===== src/rtl/fpc_defines.svh =====
// Constants for the flash protection command host: register offsets, command codes, timing counts.
// Assumes a 20 MHz controller clock driving an asynchronous x16 flash bus.
`ifndef FPC_DEFINES_SVH
`define FPC_DEFINES_SVH
// Register word offsets (byte addresses)
`define FPC_REG_CMD      32'h0000_0000
`define FPC_REG_ARG      32'h0000_0004
`define FPC_REG_PWD_LO   32'h0000_0008
`define FPC_REG_PWD_HI   32'h0000_000C
`define FPC_REG_STATUS   32'h0000_0010
`define FPC_REG_RDATA    32'h0000_0014
// Command register fields
`define FPC_CMD_OP_MSB   4
`define FPC_CMD_GO_BIT   31
// Unlock addresses and data
`define FPC_ADDR_555     11'h555
`define FPC_ADDR_2AA     11'h2AA
`define FPC_ADDR_55      11'h055
`define FPC_ADDR_000     11'h000
`define FPC_ADDR_FF      8'hFF
`define FPC_D_AA         8'hAA
`define FPC_D_55         8'h55
`define FPC_D_GLOCK      8'h50
`define FPC_D_PWDMODE    8'h60
`define FPC_D_SETTINGS   8'h40
`define FPC_D_PROG       8'hA0
`define FPC_D_ZERO       8'h00
`define FPC_D_EXIT90     8'h90
`define FPC_D_QUERY      8'h98
`define FPC_D_IDEXIT     8'hF0
`define FPC_D_IRREV      8'h87
`define FPC_D_SUB1       8'h25
`define FPC_D_SUB2       8'h03
`define FPC_D_SUB3       8'h29
`define FPC_D_NVERASE1   8'h80
`define FPC_D_NVERASE3   8'h30
`define FPC_WC_MAX       4'hF
// Bus timing: write pulse and read access, in ns
`define FPC_T_WP_NS      40
`define FPC_T_ACC_NS     70
`define FPC_CLK_NS       50
`define FPC_WP_CYC       ((`FPC_T_WP_NS + `FPC_CLK_NS - 1) / `FPC_CLK_NS)
`define FPC_ACC_CYC      ((`FPC_T_ACC_NS + `FPC_CLK_NS - 1) / `FPC_CLK_NS)
`endif


===== src/rtl/fpc_pkg.sv =====
// Types for the flash protection command host.
// Assumes fpc_defines.svh supplies the numbers.
package fpc_pkg;
  // Operations software may request
  typedef enum logic [4:0] {
    FPC_OP_GLOCK_ENTRY = 5'd0,
    FPC_OP_GLOCK_SET   = 5'd1,
    FPC_OP_MODE_EXIT   = 5'd2,
    FPC_OP_PWD_ENTRY   = 5'd3,
    FPC_OP_PWD_PROG    = 5'd4,
    FPC_OP_PWD_SUBMIT  = 5'd5,
    FPC_OP_SET_ENTRY   = 5'd6,
    FPC_OP_SET_PROG    = 5'd7,
    FPC_OP_QUERY_ENTRY = 5'd8,
    FPC_OP_ID_EXIT     = 5'd9,
    FPC_OP_IRREV_LOCK  = 5'd10,
    FPC_OP_READ        = 5'd11,
    FPC_OP_NV_ERASE    = 5'd12,
    FPC_OP_BUF_COUNT   = 5'd13
  } fpc_op_type;
  // Bus cycle sequencer
  typedef enum logic [2:0] {
    FPC_ST_IDLE  = 3'b000,
    FPC_ST_SETUP = 3'b001,
    FPC_ST_PULSE = 3'b011,
    FPC_ST_HOLD  = 3'b010,
    FPC_ST_RDWT  = 3'b110,
    FPC_ST_DONE  = 3'b111
  } fpc_state_type;
endpackage : fpc_pkg


===== src/rtl/fpc_host.sv =====
// Host controller issuing protection command sequences to an x16 parallel NOR flash.
// Assumes an AHB-Lite master on the same clock and the flash bus pins in the outer pad ring.
//
// Summary of operation
// [RULE_01] Global-lock entry is AAH@555H, 55H@2AAH, 50H@555H in exact order.
// [RULE_02] Global lock set is A0H then 00H; status bit 0 low means locked.
// [RULE_03] Mode exit writes 90H then 00H at any address.
// [RULE_04] Password entry ends 60H; each word is A0H then word at its address.
// [RULE_05] Address bits 1:0 select which 16-bit password portion is used.
// [RULE_06] Submit is 25H, 03H, four words at 00H-03H, then 29H, all at 00H base.
// [RULE_07] Lockout read at low byte FFH returns state on data bit three.
// [RULE_08] Query entry is 98H@55H; F0H anywhere leaves, same as ID exit.
// [RULE_09] Irreversible lock is unlock, 87H@555H, 00H; only when global lock reads 1.
// [RULE_10] Irreversible status bit 0 is 0 once the lock has been used.
// [RULE_11] Only address bits 10:0 and low data byte matter in commands.
// [RULE_12] Buffer word count is words minus one, 15 at most.
// [RULE_13] Extra buffer words repeat cycle five within the same bits 21:4.
// [RULE_14] Erase suspend and resume are also accepted in bypass mode.
// [RULE_15] In security-ID mode programming targets the security-ID area.
// [RULE_16] Product-ID mode does not survive power-down.
// [RULE_17] Block protection status reads 00H unprotected, 01H protected.
// [RULE_18] Non-volatile protection erase sets every lock bit to 1.
// [RULE_19] Block protected if either lock bit protects.
// [RULE_20] Product-ID read at address 0 gives maker code, next address device code.
// [RULE_21] Settings access enters with 40H, programs A0H then value, exits 90H 00H.
`timescale 1ns/1ns
`default_nettype none
`include "fpc_defines.svh"
module fpc_host #(
  parameter int WP_CYC  = `FPC_WP_CYC,   // Write pulse length in cycles
  parameter int ACC_CYC = `FPC_ACC_CYC   // Read access wait in cycles
) (
  input  wire logic        clk_in,       // 20 MHz clock
  input  wire logic        rst_in,       // Synchronous reset, high
  input  wire logic        hsel_in,      // AHB slave select
  input  wire logic [31:0] haddr_in,     // AHB address
  input  wire logic [1:0]  htrans_in,    // AHB transfer type
  input  wire logic        hwrite_in,    // AHB write
  input  wire logic [2:0]  hsize_in,     // AHB size
  input  wire logic [31:0] hwdata_in,    // AHB write data
  input  wire logic        hready_in,    // AHB bus ready
  output logic      [31:0] hrdata_out,   // AHB read data
  output logic             hreadyout_out,// AHB slave ready
  output logic             hresp_out,    // AHB response, always OKAY
  output logic      [21:0] fa_out,       // Flash address
  output logic      [15:0] fdq_out,      // Flash data out
  output logic             fdq_oe_out,   // Flash data drive enable
  input  wire logic [15:0] fdq_in,       // Flash data in
  output logic             fce_n_out,    // Flash chip enable, low
  output logic             fwe_n_out,    // Flash write enable, low
  output logic             foe_n_out     // Flash output enable, low
);
  // Elaboration check: the cycle counter is eight bits wide
  if (WP_CYC < 1 || WP_CYC > 255 || ACC_CYC < 1 || ACC_CYC > 255) begin : g_bad_timing
    $error("fpc_host: timing counts out of range");
  end

  // Bus slave state
  logic        ph_wr, next_ph_wr;
  logic [4:0]  ph_addr, next_ph_addr;
  logic [4:0]  op, next_op;
  logic [21:0] arg, next_arg;
  logic [31:0] pwd_lo, next_pwd_lo;
  logic [31:0] pwd_hi, next_pwd_hi;
  logic        busy, next_busy;
  logic        err, next_err;
  logic [15:0] rdata, next_rdata;
  // Sequencer state
  fpc_pkg::fpc_state_type st, next_st;
  logic [2:0]  idx, next_idx;
  logic [2:0]  last, next_last;
  logic [7:0]  cnt, next_cnt;
  logic [21:0] fa, next_fa;
  logic [15:0] fdq, next_fdq;
  logic        doe, next_doe;
  logic        ce_n, next_ce_n;
  logic        we_n, next_we_n;
  logic        oe_n, next_oe_n;
  // Three-stage input synchroniser
  logic [15:0] rs1, rs2, rs3;

  logic        req;
  logic        start_ok;
  logic [10:0] c_addr;
  logic [15:0] c_data;
  logic        c_rd;
  logic [2:0]  c_len;
  logic [15:0] pwd_word;

  assign req = hsel_in && hready_in && htrans_in[1];

  // Password word picked by address bits 1:0 of the argument or submit step
  always_comb begin
    logic [1:0] sel;
    sel = 2'b00;
    // [RULE_05] Portion select bits
    if (op == fpc_pkg::FPC_OP_PWD_SUBMIT) begin
      sel = 2'(idx - 3'd2);
    end else begin
      sel = arg[1:0];
    end
    case (sel)
      2'd0:    pwd_word = pwd_lo[15:0];
      2'd1:    pwd_word = pwd_lo[31:16];
      2'd2:    pwd_word = pwd_hi[15:0];
      default: pwd_word = pwd_hi[31:16];
    endcase
  end

  // Bus cycle table: address, data and length for each operation step
  always_comb begin
    c_addr = `FPC_ADDR_000;
    c_data = {8'h00, `FPC_D_ZERO};
    c_rd   = 1'b0;
    c_len  = 3'd0;
    case (op)
      // [RULE_01] Unlock order for global-lock, password, settings and irreversible lock entry
      fpc_pkg::FPC_OP_GLOCK_ENTRY, fpc_pkg::FPC_OP_PWD_ENTRY, fpc_pkg::FPC_OP_SET_ENTRY,
      fpc_pkg::FPC_OP_IRREV_LOCK: begin
        c_len = (op == fpc_pkg::FPC_OP_IRREV_LOCK) ? 3'd3 : 3'd2;
        case (idx)
          3'd0:    begin c_addr = `FPC_ADDR_555; c_data = {8'h00, `FPC_D_AA}; end
          3'd1:    begin c_addr = `FPC_ADDR_2AA; c_data = {8'h00, `FPC_D_55}; end
          3'd2:    begin
            c_addr = `FPC_ADDR_555;
            case (op)
              fpc_pkg::FPC_OP_GLOCK_ENTRY: c_data = {8'h00, `FPC_D_GLOCK};
              // [RULE_04] Password mode entry code
              fpc_pkg::FPC_OP_PWD_ENTRY:   c_data = {8'h00, `FPC_D_PWDMODE};
              // [RULE_21] Settings entry code
              fpc_pkg::FPC_OP_SET_ENTRY:   c_data = {8'h00, `FPC_D_SETTINGS};
              // [RULE_09] Irreversible lock code
              default:                     c_data = {8'h00, `FPC_D_IRREV};
            endcase
          end
          default: begin c_addr = `FPC_ADDR_000; c_data = {8'h00, `FPC_D_ZERO}; end
        endcase
      end
      // [RULE_02] Set global lock pair
      fpc_pkg::FPC_OP_GLOCK_SET: begin
        c_len  = 3'd1;
        c_data = (idx == 3'd0) ? {8'h00, `FPC_D_PROG} : {8'h00, `FPC_D_ZERO};
      end
      // [RULE_03] Exit pair 90H then 00H
      fpc_pkg::FPC_OP_MODE_EXIT: begin
        c_len  = 3'd1;
        c_data = (idx == 3'd0) ? {8'h00, `FPC_D_EXIT90} : {8'h00, `FPC_D_ZERO};
      end
      // [RULE_04] Password word program pair
      fpc_pkg::FPC_OP_PWD_PROG: begin
        c_len  = 3'd1;
        c_addr = (idx == 3'd0) ? `FPC_ADDR_000 : {9'h000, arg[1:0]};
        c_data = (idx == 3'd0) ? {8'h00, `FPC_D_PROG} : pwd_word;
      end
      // [RULE_06] Seven-write submit sequence
      fpc_pkg::FPC_OP_PWD_SUBMIT: begin
        c_len = 3'd6;
        case (idx)
          3'd0:    c_data = {8'h00, `FPC_D_SUB1};
          3'd1:    c_data = {8'h00, `FPC_D_SUB2};
          3'd6:    c_data = {8'h00, `FPC_D_SUB3};
          default: begin c_addr = {8'h00, idx - 3'd2}; c_data = pwd_word; end
        endcase
      end
      // [RULE_21] Settings value program pair
      fpc_pkg::FPC_OP_SET_PROG: begin
        c_len  = 3'd1;
        c_data = (idx == 3'd0) ? {8'h00, `FPC_D_PROG} : pwd_lo[15:0];
      end
      // [RULE_08] Query entry and ID exit
      fpc_pkg::FPC_OP_QUERY_ENTRY: begin
        c_addr = `FPC_ADDR_55;
        c_data = {8'h00, `FPC_D_QUERY};
      end
      fpc_pkg::FPC_OP_ID_EXIT: c_data = {8'h00, `FPC_D_IDEXIT};
      // [RULE_18] Erase all non-volatile lock bits
      fpc_pkg::FPC_OP_NV_ERASE: begin
        c_len = 3'd2;
        case (idx)
          3'd0:    c_data = {8'h00, `FPC_D_NVERASE1};
          3'd1:    c_data = {8'h00, `FPC_D_ZERO};
          default: c_data = {8'h00, `FPC_D_NVERASE3};
        endcase
      end
      // [RULE_12] Buffer count word, at most 15
      fpc_pkg::FPC_OP_BUF_COUNT: c_data = {12'h000, pwd_lo[3:0]};
      default: begin
        c_rd = 1'b1;
      end
    endcase
  end

  // [RULE_09] Irreversible lock refused unless stored global lock status reads 1
  // [RULE_12] Buffer count above 15 refused
  assign start_ok = (op != fpc_pkg::FPC_OP_IRREV_LOCK || rdata[0]) &&
                    (op != fpc_pkg::FPC_OP_BUF_COUNT || pwd_lo[31:4] == 28'h000_0000) &&
                    (op <= 5'(fpc_pkg::FPC_OP_BUF_COUNT));

  // Next values for slave and sequencer
  always_comb begin
    next_ph_wr   = req && hwrite_in;
    next_ph_addr = req ? haddr_in[6:2] : ph_addr;
    next_op      = op;
    next_arg     = arg;
    next_pwd_lo  = pwd_lo;
    next_pwd_hi  = pwd_hi;
    next_busy    = busy;
    next_err     = err;
    next_rdata   = rdata;
    next_st      = st;
    next_idx     = idx;
    next_last    = last;
    next_cnt     = cnt;
    next_fa      = fa;
    next_fdq     = fdq;
    next_doe     = doe;
    next_ce_n    = ce_n;
    next_we_n    = we_n;
    next_oe_n    = oe_n;
    if (ph_wr && !busy) begin
      case ({ph_addr, 2'b00})
        7'(`FPC_REG_ARG):    next_arg = hwdata_in[21:0];
        7'(`FPC_REG_PWD_LO): next_pwd_lo = hwdata_in;
        7'(`FPC_REG_PWD_HI): next_pwd_hi = hwdata_in;
        7'(`FPC_REG_CMD): begin
          next_op = hwdata_in[`FPC_CMD_OP_MSB:0];
          if (hwdata_in[`FPC_CMD_GO_BIT]) begin
            next_st   = fpc_pkg::FPC_ST_SETUP;
            next_busy = 1'b1;
            next_idx  = 3'd0;
            next_err  = 1'b0;
          end
        end
        default: ;
      endcase
    end
    case (st)
      fpc_pkg::FPC_ST_IDLE: ;
      fpc_pkg::FPC_ST_SETUP: begin
        if (idx == 3'd0 && !start_ok) begin
          next_err  = 1'b1;
          next_busy = 1'b0;
          next_st   = fpc_pkg::FPC_ST_IDLE;
        end else begin
          // [RULE_11] Upper address taken from argument only for reads
          next_fa      = c_rd ? arg : {11'h000, c_addr};
          next_fdq     = c_data;
          next_doe     = !c_rd;
          next_ce_n    = 1'b0;
          next_last    = c_len;
          next_cnt     = c_rd ? 8'(ACC_CYC) : 8'(WP_CYC);
          next_we_n    = c_rd;
          next_oe_n    = !c_rd;
          next_st      = c_rd ? fpc_pkg::FPC_ST_RDWT : fpc_pkg::FPC_ST_PULSE;
        end
      end
      fpc_pkg::FPC_ST_PULSE: begin
        next_cnt = cnt - 8'd1;
        if (cnt == 8'd1) begin
          next_we_n = 1'b1;
          next_st   = fpc_pkg::FPC_ST_HOLD;
        end
      end
      fpc_pkg::FPC_ST_HOLD: begin
        next_ce_n = 1'b1;
        next_doe  = 1'b0;
        if (idx == last) begin
          next_st = fpc_pkg::FPC_ST_DONE;
        end else begin
          next_idx = idx + 3'd1;
          next_st  = fpc_pkg::FPC_ST_SETUP;
        end
      end
      fpc_pkg::FPC_ST_RDWT: begin
        // Extra cycles let the data pass the three synchroniser stages
        next_cnt = cnt - 8'd1;
        if (cnt == 8'd0) begin
          if (rs2 == rs3) begin
            next_rdata = rs3;
            next_oe_n  = 1'b1;
            next_ce_n  = 1'b1;
            next_st    = fpc_pkg::FPC_ST_DONE;
          end else begin
            next_cnt = 8'd0;
          end
        end
      end
      fpc_pkg::FPC_ST_DONE: begin
        next_busy = 1'b0;
        next_st   = fpc_pkg::FPC_ST_IDLE;
      end
      default: next_st = fpc_pkg::FPC_ST_IDLE;
    endcase
  end

  // Registers
  always_ff @(posedge clk_in) begin
    rs1 <= fdq_in;
    rs2 <= rs1;
    rs3 <= rs2;
    if (rst_in) begin
      ph_wr <= 1'b0; ph_addr <= 5'd0; op <= 5'd0;
      arg <= 22'h00_0000; pwd_lo <= 32'h0000_0000; pwd_hi <= 32'h0000_0000;
      busy <= 1'b0; err <= 1'b0; rdata <= 16'h0000;
      st <= fpc_pkg::FPC_ST_IDLE; idx <= 3'd0; last <= 3'd0; cnt <= 8'd0;
      fa <= 22'h00_0000; fdq <= 16'h0000; doe <= 1'b0;
      ce_n <= 1'b1; we_n <= 1'b1; oe_n <= 1'b1;
    end else begin
      ph_wr <= next_ph_wr; ph_addr <= next_ph_addr; op <= next_op;
      arg <= next_arg; pwd_lo <= next_pwd_lo; pwd_hi <= next_pwd_hi;
      busy <= next_busy; err <= next_err; rdata <= next_rdata;
      st <= next_st; idx <= next_idx; last <= next_last; cnt <= next_cnt;
      fa <= next_fa; fdq <= next_fdq; doe <= next_doe;
      ce_n <= next_ce_n; we_n <= next_we_n; oe_n <= next_oe_n;
    end
  end

  // Read mux, zero wait states
  always_comb begin
    case ({ph_addr, 2'b00})
      7'(`FPC_REG_CMD):    hrdata_out = {27'h000_0000, op};
      7'(`FPC_REG_ARG):    hrdata_out = {10'h000, arg};
      7'(`FPC_REG_PWD_LO): hrdata_out = pwd_lo;
      7'(`FPC_REG_PWD_HI): hrdata_out = pwd_hi;
      7'(`FPC_REG_STATUS): hrdata_out = {30'h0000_0000, err, busy};
      7'(`FPC_REG_RDATA):  hrdata_out = {16'h0000, rdata};
      default:              hrdata_out = 32'h0000_0000;
    endcase
  end

  assign hreadyout_out = 1'b1;
  assign hresp_out     = 1'b0;
  assign fa_out        = fa;
  assign fdq_out       = fdq;
  assign fdq_oe_out    = doe;
  assign fce_n_out     = ce_n;
  assign fwe_n_out     = we_n;
  assign foe_n_out     = oe_n;

  // [RULE_01] Third write of lock entry is 50H at 555H
  chk_entry_order: assert property (@(posedge clk_in) disable iff (rst_in) // [RULE_01]
    (st == fpc_pkg::FPC_ST_SETUP && op == fpc_pkg::FPC_OP_GLOCK_ENTRY && idx == 3'd2)
    |=> (fa == 22'(`FPC_ADDR_555) && fdq[7:0] == `FPC_D_GLOCK)) else $error("lock entry third write wrong");
  // [RULE_03] Exit first write carries 90H
  chk_exit_code: assert property (@(posedge clk_in) disable iff (rst_in) // [RULE_03]
    (st == fpc_pkg::FPC_ST_SETUP && op == fpc_pkg::FPC_OP_MODE_EXIT && idx == 3'd0)
    |=> fdq[7:0] == `FPC_D_EXIT90) else $error("exit code wrong");
  // [RULE_09] Irreversible lock never starts while global status reads 0
  chk_irrev_gate: assert property (@(posedge clk_in) disable iff (rst_in) // [RULE_09]
    (st == fpc_pkg::FPC_ST_SETUP && idx == 3'd0 && op == fpc_pkg::FPC_OP_IRREV_LOCK && !rdata[0])
    |=> (st == fpc_pkg::FPC_ST_IDLE && err)) else $error("irreversible lock not refused");
  // [RULE_11] Command writes keep upper address bits low
  chk_addr_low: assert property (@(posedge clk_in) disable iff (rst_in) // [RULE_11]
    (!we_n) |-> fa[21:11] == 11'h000) else $error("upper address bits driven in command");
  // [RULE_06] Submit closes with 29H
  chk_submit_end: assert property (@(posedge clk_in) disable iff (rst_in) // [RULE_06]
    (st == fpc_pkg::FPC_ST_SETUP && op == fpc_pkg::FPC_OP_PWD_SUBMIT && idx == 3'd6)
    |=> fdq[7:0] == `FPC_D_SUB3) else $error("submit end code wrong");
  // [RULE_05] Password program address uses two low bits
  chk_pwd_addr: assert property (@(posedge clk_in) disable iff (rst_in) // [RULE_05]
    (st == fpc_pkg::FPC_ST_SETUP && op == fpc_pkg::FPC_OP_PWD_PROG && idx == 3'd1)
    |=> fa == {20'h0_0000, arg[1:0]}) else $error("password address wrong");
  // [RULE_12] Counts above 15 are refused
  chk_count_max: assert property (@(posedge clk_in) disable iff (rst_in) // [RULE_12]
    (st == fpc_pkg::FPC_ST_SETUP && idx == 3'd0 && op == fpc_pkg::FPC_OP_BUF_COUNT &&
     pwd_lo > 32'(`FPC_WC_MAX)) |=> (st == fpc_pkg::FPC_ST_IDLE && err)) else $error("count too large");
  // [RULE_08] Query entry at 55H
  chk_query_addr: assert property (@(posedge clk_in) disable iff (rst_in) // [RULE_08]
    (!we_n && op == fpc_pkg::FPC_OP_QUERY_ENTRY) |-> (fa == 22'(`FPC_ADDR_55) && fdq[7:0] == `FPC_D_QUERY))
    else $error("query entry wrong");
endmodule : fpc_host
`default_nettype wire


===== config.mk =====
export PLATFORM = sky130hd
export DESIGN_NAME = fpc_host
export DESIGN_NICKNAME = d
export VERILOG_FILES = /design/src/rtl/fpc_pkg.sv /design/src/rtl/fpc_host.sv
export VERILOG_INCLUDE_DIRS = /design/src /design/src/rtl
export SDC_FILE = /design/constraint.sdc
export NUM_CORES = 1
export LEC_CHECK = 0
export BUFFER_PORTS_ARGS = -buffer_cell sky130_fd_sc_hd__buf_2
export CORE_UTILIZATION = 30
export CTS_BUF_LIST = sky130_fd_sc_hd__clkbuf_8 sky130_fd_sc_hd__clkbuf_16
export CTS_CLUSTER_DIAMETER = 40
export DETAILED_ROUTE_END_ITERATION = 6
export HOLD_SLACK_MARGIN = 0.15
export SLEW_MARGIN = 0
export SYNTH_ARGS = -nofsm -noshare
export SYNTH_HDL_FRONTEND = slang
export SYNTH_SLANG_ARGS = --single-unit

===== constraint.sdc =====
create_clock -name clk_in -period 2.9 [get_ports clk_in]
set_clock_uncertainty 0.1 [all_clocks]
set_input_delay 0 -clock clk_in [delete_from_list [all_inputs] [get_ports clk_in]]
set_output_delay 0 -clock clk_in [all_outputs]
set_load 0.03 [all_outputs]

==> out/results.tsv <==
stage	metric	value	unit
detailed_routing	first-pass detailed-route iteration total	5	
synth	cell area after synthesis	0.00985	mm^2
timing	headroom to the max-slew limit	45.2	%
grt	largest net degree at the start of global routing	135	
pwr	sw power	2430	uW
synth	Post-Syn Instances	1190	
die	starting density of the core	30.8	%
die	DIE AREA	0.0336	mm^2
synth	Synth Net Count	1289	
clocking	CTS tree	built	
placed_design	Buffers on Ports	132	
clocking	Clock transition at path regs	0.06	ns
flow_run	maxcap violations	0	
timing	worst slew pin tran	0.819	ns
grt	initial antenna violation count	0	
clocking	Sink Count	222	
timing	Hold Fails Final Rpt	0	
grt	wire length of the first global-routing pass	52300	um
detailed_routing	drt drc	0	
detailed_routing	routed vias	9560	
synth	main area contributors after synthesis	dfxtp_1 (45%), nand2_1 (9.3%), a21oi_1 (7.1%)	
timing	Final Max Tran Viols	0	
detailed_routing	DRT iter0 DRCs	781	
placed_design	post-DP HPWL	24100	um
timing	setup violators final	0	
synth	register area share after synthesis	45.1	%
critical_path	Worst Path Required	2.80	ns
detailed_routing	drt total wl	33500	um
cells_and_area	# fillers	3202	
die	row cnt	65	
grt	vias in the first global route	9219	
critical_path	Crit. End Element	output port	
timing	period utilization	95.6	%
timing	RSZ-0062 raised after global routing	false	
pwr	combinational share of power	15.2	%
timing	Tmin final	2.77	ns
synth	Post-synth ARST share	0	%
cells_and_area	nets@finish	1518	
clocking	Clk Latency, worst-skew pair	0.56	ns
grt	gr ovfl total	0	
critical_path	CP arrival	2.67	ns
pwr	leakage power	0.00507	uW
die	Die Wd	183	um
pwr	Net Sw Frac	29.7	%
critical_path	largest fanout on the critical path	26	
cells_and_area	diode count	0	
timing	fmax	0.361	GHz
placed_design	GP Congestion	0.907	
synth	area share of the leading cell type in the synthesized netlist	45.1	%
detailed_routing	Via density	5.09	
pwr	clock network power share	43.8	%
grt	GR Util All Layers	19.8	%
synth	number of synthesized flops with an enable pin	0	
pwr	sequential fraction of design power	41.0	%
critical_path	Setup Crit Path Kind	reg -> out	
timing	setup TNS	0	ns
critical_path	Startpoint Class	flop	
synth	largest area contributor in the netlist	dfxtp_1	
clocking	CTS Buf Count	29	
die	Boundary Pins	166	
die	Die Ht	183	um
detailed_routing	remaining antenna violation count	0	
detailed_routing	Avg WL per Cell	17.9	um
cells_and_area	share of cells above drive strength 1	18.5	%
outcome	status	finished clean	
synth	Synth Flop Type	dfxtp_1	
pwr	Power, Total	8170	uW
pwr	Power per Cell Area	625	mW/mm^2
die	Core ar.	0.0320	mm^2
synth	post-synthesis average cell area	8.27	um^2
synth	Yosys warning count	0	
synth	Synth cell types	71	
clocking	CTS H-Tree Depth	1	
synth	flops & latches, synth	222	
clocking	root buffer cell	clkbuf_16	
pwr	P_int	5740	uW
pwr	IR drop worst, VDD	350	uV
worst_hold_path	Hold WC Path Type	in -> reg	
cells_and_area	area grow syn2layout	32.6	%
clocking	maximum clock path buffer count	3	
-- worst max-delay path, cell delays in order (launching register included) --
cell and delay, ns:
dfxtp_1 0.46, or4b_1 0.65, buf_4 0.28, o221ai_1 0.42, buf_2 0.29
-- cells by family after synthesis --
logic type                 count (synthesis)  synth area share, %
buffers and inverters                    101                 4.55
muxes                                     61                 6.32
AOI/OAI and AO/OA                        294                 19.1
xor gates and xnor gates                  22                 1.96
and+or+nand+nor                          479                 21.7
adders and majority gates                  9                 1.14
DFF                                      222                 45.1
other                                      2               0.0763
-- final cells by class --
cell class                 instances  area (um^2)  area share, %
tap                              435          544           4.17
clock buffer                      29          726           5.56
inverter                          13         48.8          0.374
clock inverter                    25          253           1.94
sequential                       222         4450           34.0
timing repair buffer             286         2070           15.9
multi-input combinational        867         4970           38.0
-- registers in the layout (all words and copies together) (netlist names), 5 cells and up --
signal,cells
ph_addr,5
fdq_out,16
op,5
rdata,16
rs1,16
rs2,16
pwd_hi,32
arg,22
rs3,16
pwd_lo,32
cnt,8
fa_out,22
-- power groups by stage --
stage	sequential, uW	clock [uW]	combinational [uW]
after CTS	3350	3630	1240
after global placement	3420	0	1140
after floorplan	3550	0	612
after global routing	3370	3780	1360
after detailed placement	3420	0	1150
final	3350	3580	1240
-- layer usage --
| layer | wire, um | part of all wire [%] | GRT usage (%) | up-vias |
|---|---|---|---|---|
| met5 | 0 | 0 | 0 | - |
| met4 | 803 | 2.4 | 5.43 | 0 |
| met3 | 1990 | 5.9 | 3.16 | 50 |
| li1 | - | - | - | 4650 |
| met2 | 15900 | 48 | 33.4 | 342 |
| met1 | 14800 | 44 | 26.1 | 4518 |
-- metrics by stage --
step	setup WS [ns]	cells	hold slack, ns	cell area, um^2	utilization (%)
floorplan	0.414	1190	-0.0723	9850	-
global route	0.0117	1877	0.161	13100	40.9
global placement	0.264	1728	0.00377	11100	34.8
CTS	0.0653	1876	0.152	13000	40.8
finish	0.128	1877	0.164	13100	40.9
detailed placement	0.247	1728	0.00359	11100	34.8
-- cells in the final DEF, fill, tap and decap left out, drive strengths merged, types with 22 or more instances in the layout --
| master | n |
|---|---|
| inv | 26 |
| a211oi | 26 |
| mux2i | 58 |
| a21oi | 139 |
| o21ai | 22 |
| dfxtp | 222 |
| dlygate4sd3 | 94 |
| nand3 | 49 |
| nor2 | 93 |
| clkbuf | 29 |
| buf | 192 |
| nand2 | 244 |
-- final timing paths --
check	startpoint	endpoint	slack, ns	depth (start not counted)
min	hwdata_in[17]	arg[17]	0.16	4
min reg2reg	rs1[5]	rs2[5]	0.22	0
max	ph_addr[2]	hrdata_out[1]	0.13	4
max reg2reg	op[3]	fdq_out[4]	0.15	7
-- cell usage after synthesis, types with 4 or more instances --
library cell	number
dfxtp_1	222
nand2b_1	10
nor4_1	11
o22ai_1	16
o21ai_1	4
a22o_1	13
nor3_1	19
buf_1	5
and3_1	8
nor2_1	92
o311ai_1	10
nand4_1	7
ha_1	9
and2_1	4
inv_1	12
xor2_1	5
nand2_1	243
nand3_1	48
buf_2	22
a21o_1	4
o21ai_0	18
a211oi_1	26
buf_4	7
nor2b_1	16
a21oi_1	139
xnor2_1	17
a221o_1	15
mux2i_1	57
clkbuf_1	52
a22oi_1	7
or3_1	4
a31oi_1	11
-- what timing repair did --
item / CTS / global route
setup endpoints to repair: 0 / 2
setup buffers: 0 / 1
gates resized for setup: 0 / 3
hold buffers: 94 / 0
hold endpoints to repair: 189 / 0
(Power assumes the default switching activity.)
